**src/verilog/rlg_pkg.sv**
```systemverilog
package rlg_pkg;

  // ==========================================================
  // Bus and register map
  // ==========================================================
  localparam int          ADDR_W      = 8;
  localparam int          DATA_W      = 32;
  localparam int          RAIL_N      = 4;
  localparam logic [7:0]  ADDR_CTRL   = 8'h00;
  localparam logic [7:0]  ADDR_SHALLOW = 8'h04;
  localparam logic [7:0]  ADDR_DEEP   = 8'h08;
  localparam logic [7:0]  ADDR_CAUSE  = 8'h0c;
  localparam logic [7:0]  ADDR_EVENT  = 8'h10;
  localparam logic [7:0]  ADDR_MASK   = 8'h14;
  localparam logic [7:0]  ADDR_STATE  = 8'h18;
  localparam logic [7:0]  DEEP_KEY    = 8'h1b;
  localparam int          CTRL_WDT_EN = 4;
  localparam logic [31:0] READ_ZERO   = 32'h0000_0000;

  // ==========================================================
  // Reset levels, thermometer coded
  // ==========================================================
  localparam int LVL_N       = 3;
  localparam int LVL_SYS     = 0;
  localparam int LVL_SHALLOW = 1;
  localparam int LVL_DEEP    = 2;

  // ==========================================================
  // Timing
  // ==========================================================
  localparam int CLK_PERIOD_NS = 40;
  localparam int DEBOUNCE_NS   = 1000;
  localparam int HOLD_NS       = 2000;
  localparam int DB_CYC_I   = (DEBOUNCE_NS + CLK_PERIOD_NS - 1) / CLK_PERIOD_NS;
  localparam int HOLD_CYC_I = (HOLD_NS + CLK_PERIOD_NS - 1) / CLK_PERIOD_NS;
  localparam logic [7:0] DB_LAST   = 8'(DB_CYC_I - 1);
  localparam logic [7:0] HOLD_LAST = 8'(HOLD_CYC_I - 1);

  // ==========================================================
  // Types
  // ==========================================================
  typedef enum logic [2:0] {
    RLG_RUN   = 3'h1,
    RLG_HOLD  = 3'h2,
    RLG_DRAIN = 3'h4
  } rlg_state_e;

  // Reset causes and event flags share one layout
  typedef struct packed {
    logic wdt_irq;
    logic pin;
    logic wdt;
    logic deep;
    logic shallow;
    logic core;
    logic rail;
    logic supply;
  } rlg_cause_s;

endpackage : rlg_pkg

```
**src/verilog/rlg_top.sv**
```systemverilog
// Behaviour
// - Supply low always resets, not configurable
// - Each rail brown-out resets only when enabled
// - Rail brown-out resets and pulls pin low
// - Brown-out leaves its event flag set
// - Clock and RTC registers held during brown-out
// - RTC and timer keep counting, RC when low
// - Core reset request always resets, unmaskable
// - Shallow write resets all but retained blocks
// - Shallow reset forces processor clock to 96 MHz
// - Deep reset only on exact key write
// - Deep reset reloads settings, resets all blocks
// - Deep reset reloads RTC source select trim
// - Deep reset clears clock generator state
// - Watchdog expiry raises an interrupt
// - Watchdog resets only when its enable allows
// - Every reset records its cause
// - Low reset pin always resets, except while it is low from our own pull-down
// - Reset pin input is debounced
//
// Chosen here: the plain strobed port and the placing of the registers.
module rlg_top (
  input  wire logic        clock,
  input  wire logic        rst_b,
  input  wire logic [7:0]  addr,
  input  wire logic [31:0] wdata,
  input  wire logic        wr_stb,
  input  wire logic        rd_stb,
  input  wire logic        supply_low,
  input  wire logic [3:0]  rail_low,
  input  wire logic        core_reset_req,
  input  wire logic        wdt_expire,
  input  wire logic        power_down,
  input  wire logic        reset_pin_n_in,
  output logic      [31:0] rdata,
  output logic             irq,
  output logic             system_reset_n,
  output logic             shallow_reset_n,
  output logic             deep_digital_reset_n,
  output logic             cpu_clk_96_sel,
  output logic             reload_settings,
  output logic             reset_pin_out,
  output logic             reset_pin_oe_b,
  output logic             retain_hold,
  output logic             rtc_on_rc_osc
);

  // ==========================================================
  // Reset synchroniser
  // ==========================================================
  logic rst_meta;
  logic rst_sync_b;

  always_ff @(posedge clock or negedge rst_b) begin
    if (!rst_b) begin
      rst_meta   <= '0;
      rst_sync_b <= '0;
    end else begin
      rst_meta   <= '1;
      rst_sync_b <= rst_meta;
    end
  end

  // ==========================================================
  // Registers and decode
  // ==========================================================
  logic [3:0]           rail_en;
  logic                 wdt_rst_en;
  rlg_pkg::rlg_cause_s  cause;
  rlg_pkg::rlg_cause_s  events;
  rlg_pkg::rlg_cause_s  mask;
  rlg_pkg::rlg_state_e  state;
  rlg_pkg::rlg_state_e  next_state;
  logic [2:0]           lvl;
  logic [31:0]          rd_mux;

  wire wr_ctrl    = wr_stb && (addr == rlg_pkg::ADDR_CTRL);
  wire wr_shallow = wr_stb && (addr == rlg_pkg::ADDR_SHALLOW);
  wire wr_deep    = wr_stb && (addr == rlg_pkg::ADDR_DEEP);
  wire wr_event   = wr_stb && (addr == rlg_pkg::ADDR_EVENT);
  wire wr_mask    = wr_stb && (addr == rlg_pkg::ADDR_MASK);
  wire deep_hit   = wr_deep && (wdata[7:0] == rlg_pkg::DEEP_KEY);

  always_ff @(posedge clock or negedge rst_sync_b) begin
    if (!rst_sync_b) begin
      rail_en    <= '0;
      wdt_rst_en <= '0;
      mask       <= '0;
    end else begin
      if (wr_ctrl) begin
        rail_en    <= wdata[rlg_pkg::RAIL_N-1:0];
        wdt_rst_en <= wdata[rlg_pkg::CTRL_WDT_EN];
      end
      if (wr_mask) begin
        mask <= wdata[7:0];
      end
    end
  end

  always_comb begin
    if (addr == rlg_pkg::ADDR_CTRL) begin
      rd_mux = {27'h000_0000, wdt_rst_en, rail_en};
    end else if (addr == rlg_pkg::ADDR_CAUSE) begin
      rd_mux = {24'h00_0000, cause};
    end else if (addr == rlg_pkg::ADDR_EVENT) begin
      rd_mux = {24'h00_0000, events};
    end else if (addr == rlg_pkg::ADDR_MASK) begin
      rd_mux = {24'h00_0000, mask};
    end else if (addr == rlg_pkg::ADDR_STATE) begin
      rd_mux = {24'h00_0000, state, lvl, retain_hold, rtc_on_rc_osc};
    end else begin
      rd_mux = rlg_pkg::READ_ZERO;
    end
  end

  always_ff @(posedge clock or negedge rst_sync_b) begin
    if (!rst_sync_b) begin
      rdata <= '0;
    end else begin
      rdata <= rd_stb ? rd_mux : rlg_pkg::READ_ZERO;
    end
  end

  // ==========================================================
  // Reset pin debounce
  // ==========================================================
  logic       pin_db;
  logic [7:0] db_cnt;
  logic       pin_self;

  wire pin_diff = reset_pin_n_in != pin_db;
  wire db_done  = pin_diff && (db_cnt == rlg_pkg::DB_LAST);

  always_ff @(posedge clock or negedge rst_sync_b) begin
    if (!rst_sync_b) begin
      pin_db   <= '1;
      db_cnt   <= '0;
      pin_self <= '0;
    end else begin
      db_cnt   <= (pin_diff && !db_done) ? db_cnt + 8'h01 : 8'h00;
      pin_db   <= db_done ? reset_pin_n_in : pin_db;
      pin_self <= !reset_pin_oe_b || (pin_self && !pin_db);
    end
  end

  // Our own pull-down must not retrigger a pin reset
  wire pin_req = !pin_db && !pin_self;

  // ==========================================================
  // Request gathering
  // ==========================================================
  logic [3:0] rail_hit;
  logic       sh_pend;
  logic       dp_pend;
  logic       core_pend;
  logic       wdt_pend;

  for (genvar i = 0; i < rlg_pkg::RAIL_N; i++) begin : g_rail
    assign rail_hit[i] = rail_low[i] && rail_en[i];
  end

  wire rail_req = |rail_hit;
  wire wdt_req  = wdt_expire && wdt_rst_en;
  wire in_hold  = state == rlg_pkg::RLG_HOLD;

  rlg_pkg::rlg_cause_s req_now;
  assign req_now = '{
    wdt_irq: 1'b0,
    pin:     pin_req,
    wdt:     wdt_req || wdt_pend,
    deep:    deep_hit || dp_pend,
    shallow: wr_shallow || sh_pend,
    core:    core_reset_req || core_pend,
    rail:    rail_req,
    supply:  supply_low
  };

  wire any_req = |req_now;

  always_ff @(posedge clock or negedge rst_sync_b) begin
    if (!rst_sync_b) begin
      sh_pend   <= '0;
      dp_pend   <= '0;
      core_pend <= '0;
      wdt_pend  <= '0;
    end else begin
      sh_pend   <= wr_shallow || (sh_pend && !in_hold);
      dp_pend   <= deep_hit || (dp_pend && !in_hold);
      core_pend <= core_reset_req || (core_pend && !in_hold);
      wdt_pend  <= wdt_req || (wdt_pend && !in_hold);
    end
  end

  wire [2:0] lvl_now = {req_now.deep,
                        req_now.supply || req_now.rail || req_now.shallow
                        || req_now.deep || req_now.wdt || req_now.pin,
                        any_req};

  // ==========================================================
  // Sequencer
  // ==========================================================
  logic [7:0]          drain_cnt;
  logic [2:0]          next_lvl;
  rlg_pkg::rlg_cause_s next_cause;

  wire drain_end = drain_cnt == rlg_pkg::HOLD_LAST;

  always_comb begin
    case (state)
      rlg_pkg::RLG_RUN: begin
        next_state = any_req ? rlg_pkg::RLG_HOLD : rlg_pkg::RLG_RUN;
      end
      rlg_pkg::RLG_HOLD: begin
        next_state = any_req ? rlg_pkg::RLG_HOLD : rlg_pkg::RLG_DRAIN;
      end
      rlg_pkg::RLG_DRAIN: begin
        if (any_req) begin
          next_state = rlg_pkg::RLG_HOLD;
        end else if (drain_end) begin
          next_state = rlg_pkg::RLG_RUN;
        end else begin
          next_state = rlg_pkg::RLG_DRAIN;
        end
      end
      default: begin
        next_state = rlg_pkg::RLG_RUN;
      end
    endcase
  end

  wire running  = state == rlg_pkg::RLG_RUN;
  wire releases = (state == rlg_pkg::RLG_DRAIN) && !any_req && drain_end;
  wire active   = next_state != rlg_pkg::RLG_RUN;

  assign next_lvl = running ? lvl_now : (lvl | lvl_now);

  assign next_cause = (running && any_req) ? req_now
                    : (running ? cause : (cause | req_now));

  wire next_pd = active && (!reset_pin_oe_b || supply_low || rail_req);

  always_ff @(posedge clock or negedge rst_sync_b) begin
    if (!rst_sync_b) begin
      state     <= rlg_pkg::RLG_RUN;
      lvl       <= '0;
      cause     <= '0;
      drain_cnt <= '0;
    end else begin
      state     <= next_state;
      lvl       <= next_lvl;
      cause     <= next_cause;
      drain_cnt <= (state == rlg_pkg::RLG_DRAIN && !any_req)
                   ? drain_cnt + 8'h01 : 8'h00;
    end
  end

  always_ff @(posedge clock or negedge rst_sync_b) begin
    if (!rst_sync_b) begin
      system_reset_n       <= '0;
      shallow_reset_n      <= '0;
      deep_digital_reset_n <= '0;
      reset_pin_out        <= '0;
      reset_pin_oe_b       <= '1;
    end else begin
      system_reset_n       <= !active;
      shallow_reset_n      <= !(active && next_lvl[rlg_pkg::LVL_SHALLOW]);
      deep_digital_reset_n <= !(active && next_lvl[rlg_pkg::LVL_DEEP]);
      reset_pin_out        <= '0;
      reset_pin_oe_b       <= !next_pd;
    end
  end

  always_ff @(posedge clock or negedge rst_sync_b) begin
    if (!rst_sync_b) begin
      cpu_clk_96_sel  <= '0;
      reload_settings <= '0;
    end else begin
      cpu_clk_96_sel  <= releases && lvl[rlg_pkg::LVL_SHALLOW];
      reload_settings <= releases && lvl[rlg_pkg::LVL_DEEP];
    end
  end

  // ==========================================================
  // Brown-out retention
  // ==========================================================
  // retention and RTC source
  always_ff @(posedge clock or negedge rst_sync_b) begin
    if (!rst_sync_b) begin
      retain_hold   <= '0;
      rtc_on_rc_osc <= '0;
    end else begin
      retain_hold   <= supply_low || rail_req
                       || (retain_hold && !power_down);
      rtc_on_rc_osc <= supply_low;
    end
  end

  // ==========================================================
  // Event flags and interrupt
  // ==========================================================
  rlg_pkg::rlg_cause_s ev_set;
  rlg_pkg::rlg_cause_s ev_clr;
  rlg_pkg::rlg_cause_s next_events;

  assign ev_set      = req_now | {wdt_expire, 7'h00};
  assign ev_clr      = wr_event ? wdata[7:0] : 8'h00;
  assign next_events = (events & ~ev_clr) | ev_set;

  always_ff @(posedge clock or negedge rst_sync_b) begin
    if (!rst_sync_b) begin
      events <= '0;
      irq    <= '0;
    end else begin
      events <= next_events;
      irq    <= |(next_events & mask);
    end
  end
endmodule : rlg_top

```
**config.mk**
```make
export PLATFORM = sky130hd
export DESIGN_NAME = rlg_top
export DESIGN_NICKNAME = d
export VERILOG_FILES = /design/src/verilog/rlg_pkg.sv /design/src/verilog/rlg_top.sv
export SDC_FILE = /design/constraint.sdc
export NUM_CORES = 1
export LEC_CHECK = 0
export BUFFER_PORTS_ARGS = -buffer_cell sky130_fd_sc_hd__clkbuf_2
export CAP_MARGIN = 20
export CORE_MARGIN = 3
export CORE_UTILIZATION = 25
export DETAILED_ROUTE_END_ITERATION = 10
export SYNTH_ARGS = -nofsm -noshare
export SYNTH_HDL_FRONTEND = slang
export SYNTH_SLANG_ARGS = --single-unit
```
**constraint.sdc**
```tcl
create_clock -name clock -period 3.2 [get_ports clock]
set_input_delay 0.32 -clock clock [delete_from_list [all_inputs] [get_ports clock]]
set_output_delay 0.32 -clock clock [all_outputs]
set_load 0.03 [all_outputs]
```
==> results.json, run 1 <==
{
  "outcome": "finished clean",
  "drc": 0,
  "ctsResizeCount": 0,
  "h-tree-depth": 3,
  "die_area_um2": 16400,
  "n_antenna_cell": 0,
  "antenna_found_initial": 0,
  "dr_total_vias": 2737,
  "required_ps": 3370,
  "worstSkewPairLatency_ps": 330,
  "fp.dieH_um": 128,
  "synth_area_per_cell_um2": 10.4,
  "power.leakage_nw": 2.00,
  "root_buffer": "clkbuf_16",
  "wl_um": 8850,
  "final_layout_size_suffix_gt1_share_pct": 22.4,
  "setup_viol": 0,
  "ys_seq_area_share_pct": 50.6,
  "hold_buffers": 1,
  "setup_tns_ps": 0,
  "relSlewSlack_pct": 51.3,
  "core_area_um2": 14200,
  "synthCells": 357,
  "finalHoldViolations": 0,
  "drt_iter0_markers": 107,
  "area_growth_pct": 17.3,
  "min-delay-start": "power_down",
  "ioPinCount": 95,
  "r2r-start": "wdt_rst_en",
  "async_flop_share_pct": 100,
  "max_clock_freq_mhz": 481,
  "clk_path_buf_depth": 2,
  "rsz0062_at_grt": "false",
  "tightest_slew_ps": 730,
  "drtPass1Iterations": 4,
  "p_per_area_nw_per_um2": 622,
  "hpwlAfterDp_um": 6480,
  "maxCapViolCount": 0,
  "synth.distinct_cells": 57,
  "critical_path_class": "in2reg",
  "fin_crit_ps": 2080,
  "grt_pass1_wl_um": 14700,
  "worstSetupStartpointType": "primary input",
  "start_util_pct": 26.2,
  "num_rows": 43,
  "final_cell_area_um2": 4360,
  "ys.warnings.count": 0,
  "critPathLaunch": "addr[2]",
  "hold_class": "in2reg",
  "clk_pin_slew_worst_paths_ps": 60,
  "fin_crit_sh_pct": 65.0,
  "synth_seq_cells": 75,
  "cts_tree": "built",
  "peakVddDrop_mv": 0.281,
  "cp_data_arrival_time_ps": 2260,
  "post_drt_wl_per_cell_um": 15.0,
  "die_width_um": 128,
  "maxSlewViolCount": 0,
  "drtAntennaViolNets": 0,
  "grt_pass1_vias": 2831,
  "via_per_inst": 4.64,
  "grt_max_degree": 43,
  "cts_sinks": 75,
  "cts-buffers-inserted": 9,
  "dpl-instance-area_um2": 4040,
  "nets": 462,
  "cp-end-kind": "flop",
  "synth_edf_count": 0,
  "gp_congestion": 0.794,
  "cts_setup_buffers": 0,
  "syn_area_um2": 3720,
  "synth_ff_type": "dfrtp_1",
  "grt.overflow.total": 0,
  "path_max_fanout": 21,
  "portBuffers": 45,
  "clock_skew_ps": 9.09,
  "grt_use_total_pct": 11.3
}
[cells in the final DEF (no fill, tap or decap), types with 5 or more instances in the layout]
cell,Yosys,routed
xnor2_1,6,6
nor2_1,29,29
nand2_1,29,29
o221ai_1,6,6
xor2_1,8,8
and3_1,5,5
a21o_1,10,10
dfrtp_1,72,71
o21ai_0,11,11
nor3_1,7,7
a21oi_1,12,12
clkbuf_2,0,45
conb_1,2,26
a21boi_0,5,5
inv_1,20,20
mux2_4,8,8
nand3_1,12,12
a22oi_1,7,7
nor2b_1,8,8
mux2_2,6,6
clkbuf_16,0,9
[kinds of logic (layout without fill, tap and decap cells)]
group                    after synthesis  after routing  share of synthesized area, %
adder cells (fa/ha/maj)                4              4                          1.35
buffers and inverters                 54             83                          8.45
flip-flops                            75             75                          50.6
AO/OA/AOI/OAI                         73             73                          13.4
XOR/XNOR                              14             14                          3.30
other                                  2             26                         0.202
multiplexers                          14             14                          5.05
AND/OR/NAND/NOR                      121            121                          17.6
[metrics by stage]
stage	utilization [%]	setup slack, ps	hold WS, ps	power, mW	instances
floorplan	-	962	24.4	1.54	381
global placement	28.4	843	107	1.67	573
detailed placement	28.4	833	108	1.68	573
CTS	30.7	1150	149	2.74	590
global route	30.7	964	183	2.84	590
finish	30.7	1120	157	2.71	590
[synth_stat cells (3+ instances only)]
master / instances / area share (%)
a21boi_0: 5 / 1.0
a21o_1: 10 / 2.0
a21oi_1: 12 / 1.6
a22oi_1: 7 / 1.4
a31oi_1: 4 / 0.67
and3_1: 5 / 0.84
buf_4: 25 / 5.0
clkbuf_1: 4 / 0.40
dfrtp_1: 72 / 48
dfstp_2: 3 / 2.1
ha_1: 4 / 1.3
inv_1: 20 / 2.0
mux2_2: 6 / 1.8
mux2_4: 8 / 3.2
nand2_1: 29 / 2.9
nand3_1: 12 / 1.6
nand3b_1: 3 / 0.61
nand4_1: 3 / 0.50
nor2_1: 29 / 2.9
nor2b_1: 8 / 1.3
nor3_1: 7 / 0.94
o211ai_1: 3 / 0.61
o21ai_0: 11 / 1.5
o21bai_1: 4 / 0.81
o221ai_1: 6 / 1.4
o22ai_1: 3 / 0.50
or2_2: 3 / 0.50
xnor2_1: 6 / 1.4
xor2_1: 8 / 1.9
[final cells by class]
class	instances	area, um2
inverters	20	75.1
well taps	180	225
clock buffers	10	239
fillers	1500	9840
clock inverters	6	71.3
multi-input cells	252	1610
flip-flops and latches	75	1880
repair buffers	47	255
[power by group]
group	internal, mW	total, mW	switching (mW)	leakage [nW]
registers	1.07	1.16	0.0865	0.946
clock network	0.633	1.05	0.414	0.146
logic	0.180	0.507	0.327	0.906
total	1.89	2.71	0.827	2.00
[layer usage]
| metal | vias to the layer above | track usage, % | wire [um] |
|---|---|---|---|
| li1 | 1291 | - | - |
| met1 | 1356 | 14.2 | 3850 |
| met2 | 79 | 18.7 | 4430 |
| met3 | 11 | 1.96 | 414 |
| met4 | 0 | 5.62 | 161 |
| met5 | - | 0 | 0 |
[registers in the layout (all words and copies together) (netlist names), 3 cells and up]
name,count
lvl,3
events,8
state,3
drain_cnt,8
mask,8
rdata,8
rail_en,4
cause,7
db_cnt,8
[worst max-delay path: stages]
cell	delay (ps)
clkbuf_2	280
nor4bb_1	360
nand4_1	260
a21o_1	320
a21oi_1	530
o21ai_0	190
[path summary, 6_finish.rpt]
kind | endpoint | slack, ps | cells after the start
worst min-delay path | retain_hold | 160 | 2
worst max register to register | cause[3] | 1180 | 5
max in group asynchronous | sh_pend | 2200 | 1
worst min register to register | drain_cnt[5] | 330 | 0
worst max-delay path | cause[3] | 1120 | 6
min in group asynchronous | rst_sync_b | 310 | 2
Power figures use the tool's default switching activity.
==> run 2, diff against run 1 <==
clock period = 2.05 ns   (was 3.2 ns; I/O delays follow)
==> results.json, run 2 (synthesis results as in run 1) <==
{
  "wl_um": 8740,
  "crit_chain": "a21o_1 > nor4_2 > and2_0 > nand3_2 > buf_4 > nor2_1",
  "die_width_um": 128,
  "grt_use_total_pct": 11.3,
  "h-tree-depth": 3,
  "outcome": "finished clean",
  "grt_use_met3_pct": 2.50,
  "critPathMaxStageDelay_ps": 430,
  "root_buffer": "clkbuf_16",
  "worstSkewPairLatency_ps": 330,
  "cp-end-kind": "flop",
  "tightest_slew_ps": 562,
  "hold_path_depth": 2,
  "power_mw": 4.21,
  "cts_tree": "built",
  "layout_commonest_cell": "dfrtp_1",
  "fin_crit_sh_pct": 93.0,
  "relSlewSlack_pct": 62.5,
  "power_frac_seq_pct": 42.9,
  "path_max_fanout": 8,
  "final_cell_mix": "dfrtp_1, clkbuf_2, nor2_1, nand2_1, conb_1",
  "power.switching_mw": 1.26,
  "cts-buffers-inserted": 9,
  "grt_pass1_wl_um": 14500,
  "rsz0062_at_grt": "false",
  "grt.overflow.total": 0,
  "use_met2_pct": 17.8,
  "power.leakage_nw": 2.08,
  "gp_congestion": 0.795,
  "setup_viol": 0,
  "grt_pass1_vias": 2757,
  "maxSlewViolCount": 0,
  "p_clk_share_pct": 37.8,
  "clock_skew_ps": 5.15,
  "die_area_um2": 16400,
  "fillers": 1475,
  "antenna_found_initial": 0,
  "drc": 0,
  "grtUsageMet1_pct": 15.2,
  "hpwlAfterDp_um": 6580,
  "portBuffers": 45,
  "grt-busiest-layer": "met2",
  "worstSetupStartpointType": "flop",
  "num_rows": 43,
  "hold_end": "retain_hold",
  "n_antenna_cell": 0,
  "crit_buf_inv": 1,
  "internal_power_mw": 2.95,
  "reg2reg_depth": 6,
  "drtPass1Iterations": 4,
  "r2r-start": "wdt_rst_en",
  "max_clock_freq_mhz": 524,
  "start_util_pct": 26.2,
  "clk_pin_slew_worst_paths_ps": 60,
  "dp.cells": 590,
  "peakVddDrop_mv": 0.531,
  "via_per_inst": 4.52,
  "r2r_end": "drain_cnt[4]",
  "power_frac_comb_pct": 19.3,
  "dr_total_vias": 2742,
  "r2r_slack_ps": 140,
  "ioPinCount": 95,
  "final_layout_size_suffix_gt1_share_pct": 25.8,
  "hold_ws_ps": 53.3,
  "clk_path_buf_depth": 2,
  "critical_path_class": "reg2reg",
  "core_area_um2": 14200,
  "required_ps": 2310,
  "drt_iter0_markers": 91,
  "grt_max_degree": 50,
  "hold_class": "in2reg",
  "netSwitchingFraction_pct": 29.8,
  "min-delay-start": "power_down",
  "drtAntennaViolNets": 0,
  "nets": 479,
  "area_growth_pct": 20.6,
  "setup_tns_ps": 0,
  "crit_family": "simple AND/OR/NAND/NOR gates",
  "fp.dieH_um": 128,
  "slowest_stage": "dfrtp_1",
  "fin_crit_ps": 1910,
  "cp_data_arrival_time_ps": 2170,
  "finalHoldViolations": 0,
  "final_cells": 607,
  "cts_sinks": 75,
  "post_drt_wl_per_cell_um": 14.4,
  "maxCapViolCount": 0,
  "p_per_area_nw_per_um2": 939
}
[run 2: changes by cell type in the layout (fill, tap and decap cells not counted)]
cell,change
buf_4,+17
a21oi_2,+1
inv_6,-2
a21oi_1,-1
clkinv_2,+2
[run 2: metrics by stage]
step	instance area, um2	util [%]	setup WS (ps)
finish	4480	31.6	143
CTS	4480	31.5	53.9
global placement	4170	29.3	72.2
floorplan	3810	-	205
global route	4480	31.6	18.9
detailed placement	4170	29.3	67.8
[run 2: final cells by class]
type | count | area [um2] | share of cell area, %
clock buffers | 10 | 239 | 5.33
clock inverters | 6 | 63.8 | 1.42
inverters | 20 | 75.1 | 1.67
multi-input cells | 252 | 1620 | 36.0
flip-flops and latches | 75 | 1880 | 42.0
well taps | 180 | 225 | 5.02
repair buffers | 64 | 383 | 8.54
[run 2: worst max path at each step]
stage / start / endpoint / slack, ps / cells past startpoint
global placement: addr[5] / irq / 70 / 7
floorplan: state[0] / shallow_reset_n / 200 / 6
global route: wdt_rst_en / drain_cnt[2] / 20 / 6
CTS: state[0] / cause[3] / 50 / 4
finish: wdt_rst_en / drain_cnt[4] / 140 / 6
detailed placement: state[0] / cause[3] / 70 / 4
[run 2: layer usage]
| metal | share of wire, % | up-vias |
|---|---|---|
| met5 | 0 | - |
| met3 | 3.5 | 10 |
| met2 | 48 | 54 |
| li1 | - | 1331 |
| met4 | 1.9 | 0 |
| met1 | 46 | 1347 |
[run 2: power groups by stage]
stage	Sequential (mW)	Combinational [mW]	Clock, mW
after floorplan	1.89	0.515	0
after global placement	1.83	0.806	0
after detailed placement	1.84	0.813	0
after CTS	1.81	0.817	1.62
after global routing	1.83	0.904	1.69
final	1.81	0.813	1.59
[run 2: timing repair]
action	in CTS	in global routing
resized for setup	0	1
hold buffers	1	0
endpoints found under the hold margin	2	0
setup endpoints to repair	0	6
setup buffers	0	0
==> run 3, diff against run 2 <==
PLACE_DENSITY = 0.41   (was unset)
==> results.json, run 3 (synthesis results as in run 1) <==
{
  "outcome": "finished clean",
  "power_mw": 4.13,
  "die_width_um": 128,
  "max_clock_freq_mhz": 528,
  "grt_pass1_vias": 2875,
  "ioPinCount": 95,
  "clk_pin_slew_worst_paths_ps": 60,
  "grt_max_degree": 45,
  "clk_path_buf_depth": 2,
  "wl_um": 9550,
  "setup_viol": 0,
  "grt.overflow.total": 0,
  "power.leakage_nw": 2.09,
  "grt_use_total_pct": 12.4,
  "internal_power_mw": 2.88,
  "antenna_found_initial": 0,
  "dp.cells": 595,
  "post_drt_wl_per_cell_um": 15.6,
  "multi_input_area_um2": 1620,
  "gp_congestion": 0.782,
  "cts-buffers-inserted": 9,
  "crit_chain": "or3b_2 > o21a_1 > a31oi_1 > a21oi_1 > a31o_2",
  "hpwlAfterDp_um": 6930,
  "p_clk_share_pct": 36.0,
  "slowest_stage": "dfstp_2",
  "clock_skew_ps": 3.93,
  "setup_tns_ps": 0,
  "root_buffer": "clkbuf_16",
  "fillers": 1529,
  "fp.dieH_um": 128,
  "dpl-instance-area_um2": 4210,
  "critical_path_class": "reg2reg",
  "drtAntennaViolNets": 0,
  "drtPass1Iterations": 4,
  "critPathMaxStageDelay_ps": 550,
  "worstSkewPairLatency_ps": 340,
  "fin_crit_sh_pct": 92.4,
  "drt_iter0_markers": 84,
  "h-tree-depth": 3,
  "fin_crit_ps": 1890,
  "netSwitchingFraction_pct": 30.3,
  "finalHoldViolations": 0,
  "final_cells": 612,
  "n_antenna_cell": 0,
  "p_per_area_nw_per_um2": 920,
  "worstSetupStartpointType": "flop",
  "power.switching_mw": 1.25,
  "final_cell_mix": "dfrtp_1, clkbuf_2, nor2_1, nand2_1, conb_1",
  "grt_pass1_wl_um": 15600,
  "maxSlewViolCount": 0,
  "area_growth_pct": 21.0,
  "power_frac_seq_pct": 43.8,
  "portBuffers": 45,
  "final_layout_size_suffix_gt1_share_pct": 25.7,
  "nets": 484,
  "cts_sinks": 75,
  "cts_tree": "built",
  "die_area_um2": 16400,
  "required_ps": 2270,
  "via_per_inst": 4.59,
  "start_util_pct": 26.2,
  "hold_class": "in2reg",
  "final_cell_area_um2": 4500,
  "dr_total_vias": 2810,
  "num_rows": 43,
  "path_max_fanout": 5,
  "maxCapViolCount": 0,
  "power_frac_comb_pct": 20.3,
  "layout_commonest_cell": "dfrtp_1",
  "core_area_um2": 14200,
  "register_area_um2": 1880,
  "cp-end-kind": "flop",
  "drc": 0,
  "cp_data_arrival_time_ps": 2120,
  "peakVddDrop_mv": 0.374,
  "rsz0062_at_grt": "false"
}
==> run 3: cell count changes in the layout (fill, tap and decap cells not counted) <==
cell	previous run	this run
bufinv_16	1	0
clkbuf_1	0	4
inv_6	1	0
clkinv_2	2	0
dfrtp_4	0	1
dfrtp_2	1	0
clkinvlp_4	2	1
clkbuf_8	1	2
buf_4	17	22
==> run 3: critical path: cells and delay by family (launching register included) <==
kind | cells | cell delay, ps
AND/OR/NAND/NOR | 1 | 490
AO/OA/AOI/OAI | 4 | 740
flip-flops | 1 | 550
==> run 3: path summary, 6_finish.rpt <==
check / from / to / slack (ps) / cells past startpoint
min in group asynchronous: rst_b / rst_sync_b / 180 / 2
max reg2reg: state[0] / shallow_reset_n / 160 / 5
max: state[0] / shallow_reset_n / 160 / 5
max in group asynchronous: rst_sync_b / events[6] / 1190 / 1
min reg2reg: rst_sync_b / shallow_reset_n / 270 / 0
min: power_down / retain_hold / 40 / 2
==> run 3: power by group through the flow <==
stage               Sequential [mW]  Clock, mW  Combinational [mW]
finish                         1.81       1.49               0.838
global route                   1.84       1.59               0.929
CTS                            1.82       1.54               0.848
detailed placement             1.84          0               0.842
global placement               1.84          0               0.839
floorplan                      1.89          0               0.515
==> run 3: metal layers <==
| metal | wire [um] | GRT usage (%) |
|---|---|---|
| met5 | 0 | 0 |
| met4 | 191 | 5.43 |
| met3 | 330 | 1.42 |
| met2 | 4510 | 19.1 |
| met1 | 4510 | 17.4 |
==> run 3: metrics by stage <==
step	util (%)	setup WS (ps)	hold slack [ps]
CTS	31.6	59.5	34.0
floorplan	-	205	-90.6
finish	31.7	157	42.1
global route	31.7	26.0	56.6
global placement	29.6	-31.8	-7.94
detailed placement	29.6	-42.3	-5.55
==> run 3: area by class of cell <==
cell class	count	area share (%)
sequential	75	41.9
timing repair buffer	69	9.35
inverter	20	1.67
clock buffer	15	5.95
clock inverter	1	0.167
tap	180	5.01
multi-input combinational	252	35.9
==> run 3: timing repair <==
| action | CTS | global route |
|---|---|---|
| endpoints found under the setup margin | 0 | 6 |
| resized for setup | 0 | 1 |
| endpoints found under the hold margin | 2 | 0 |
| hold buffers | 1 | 0 |
| buffers inserted | 0 | 0 |
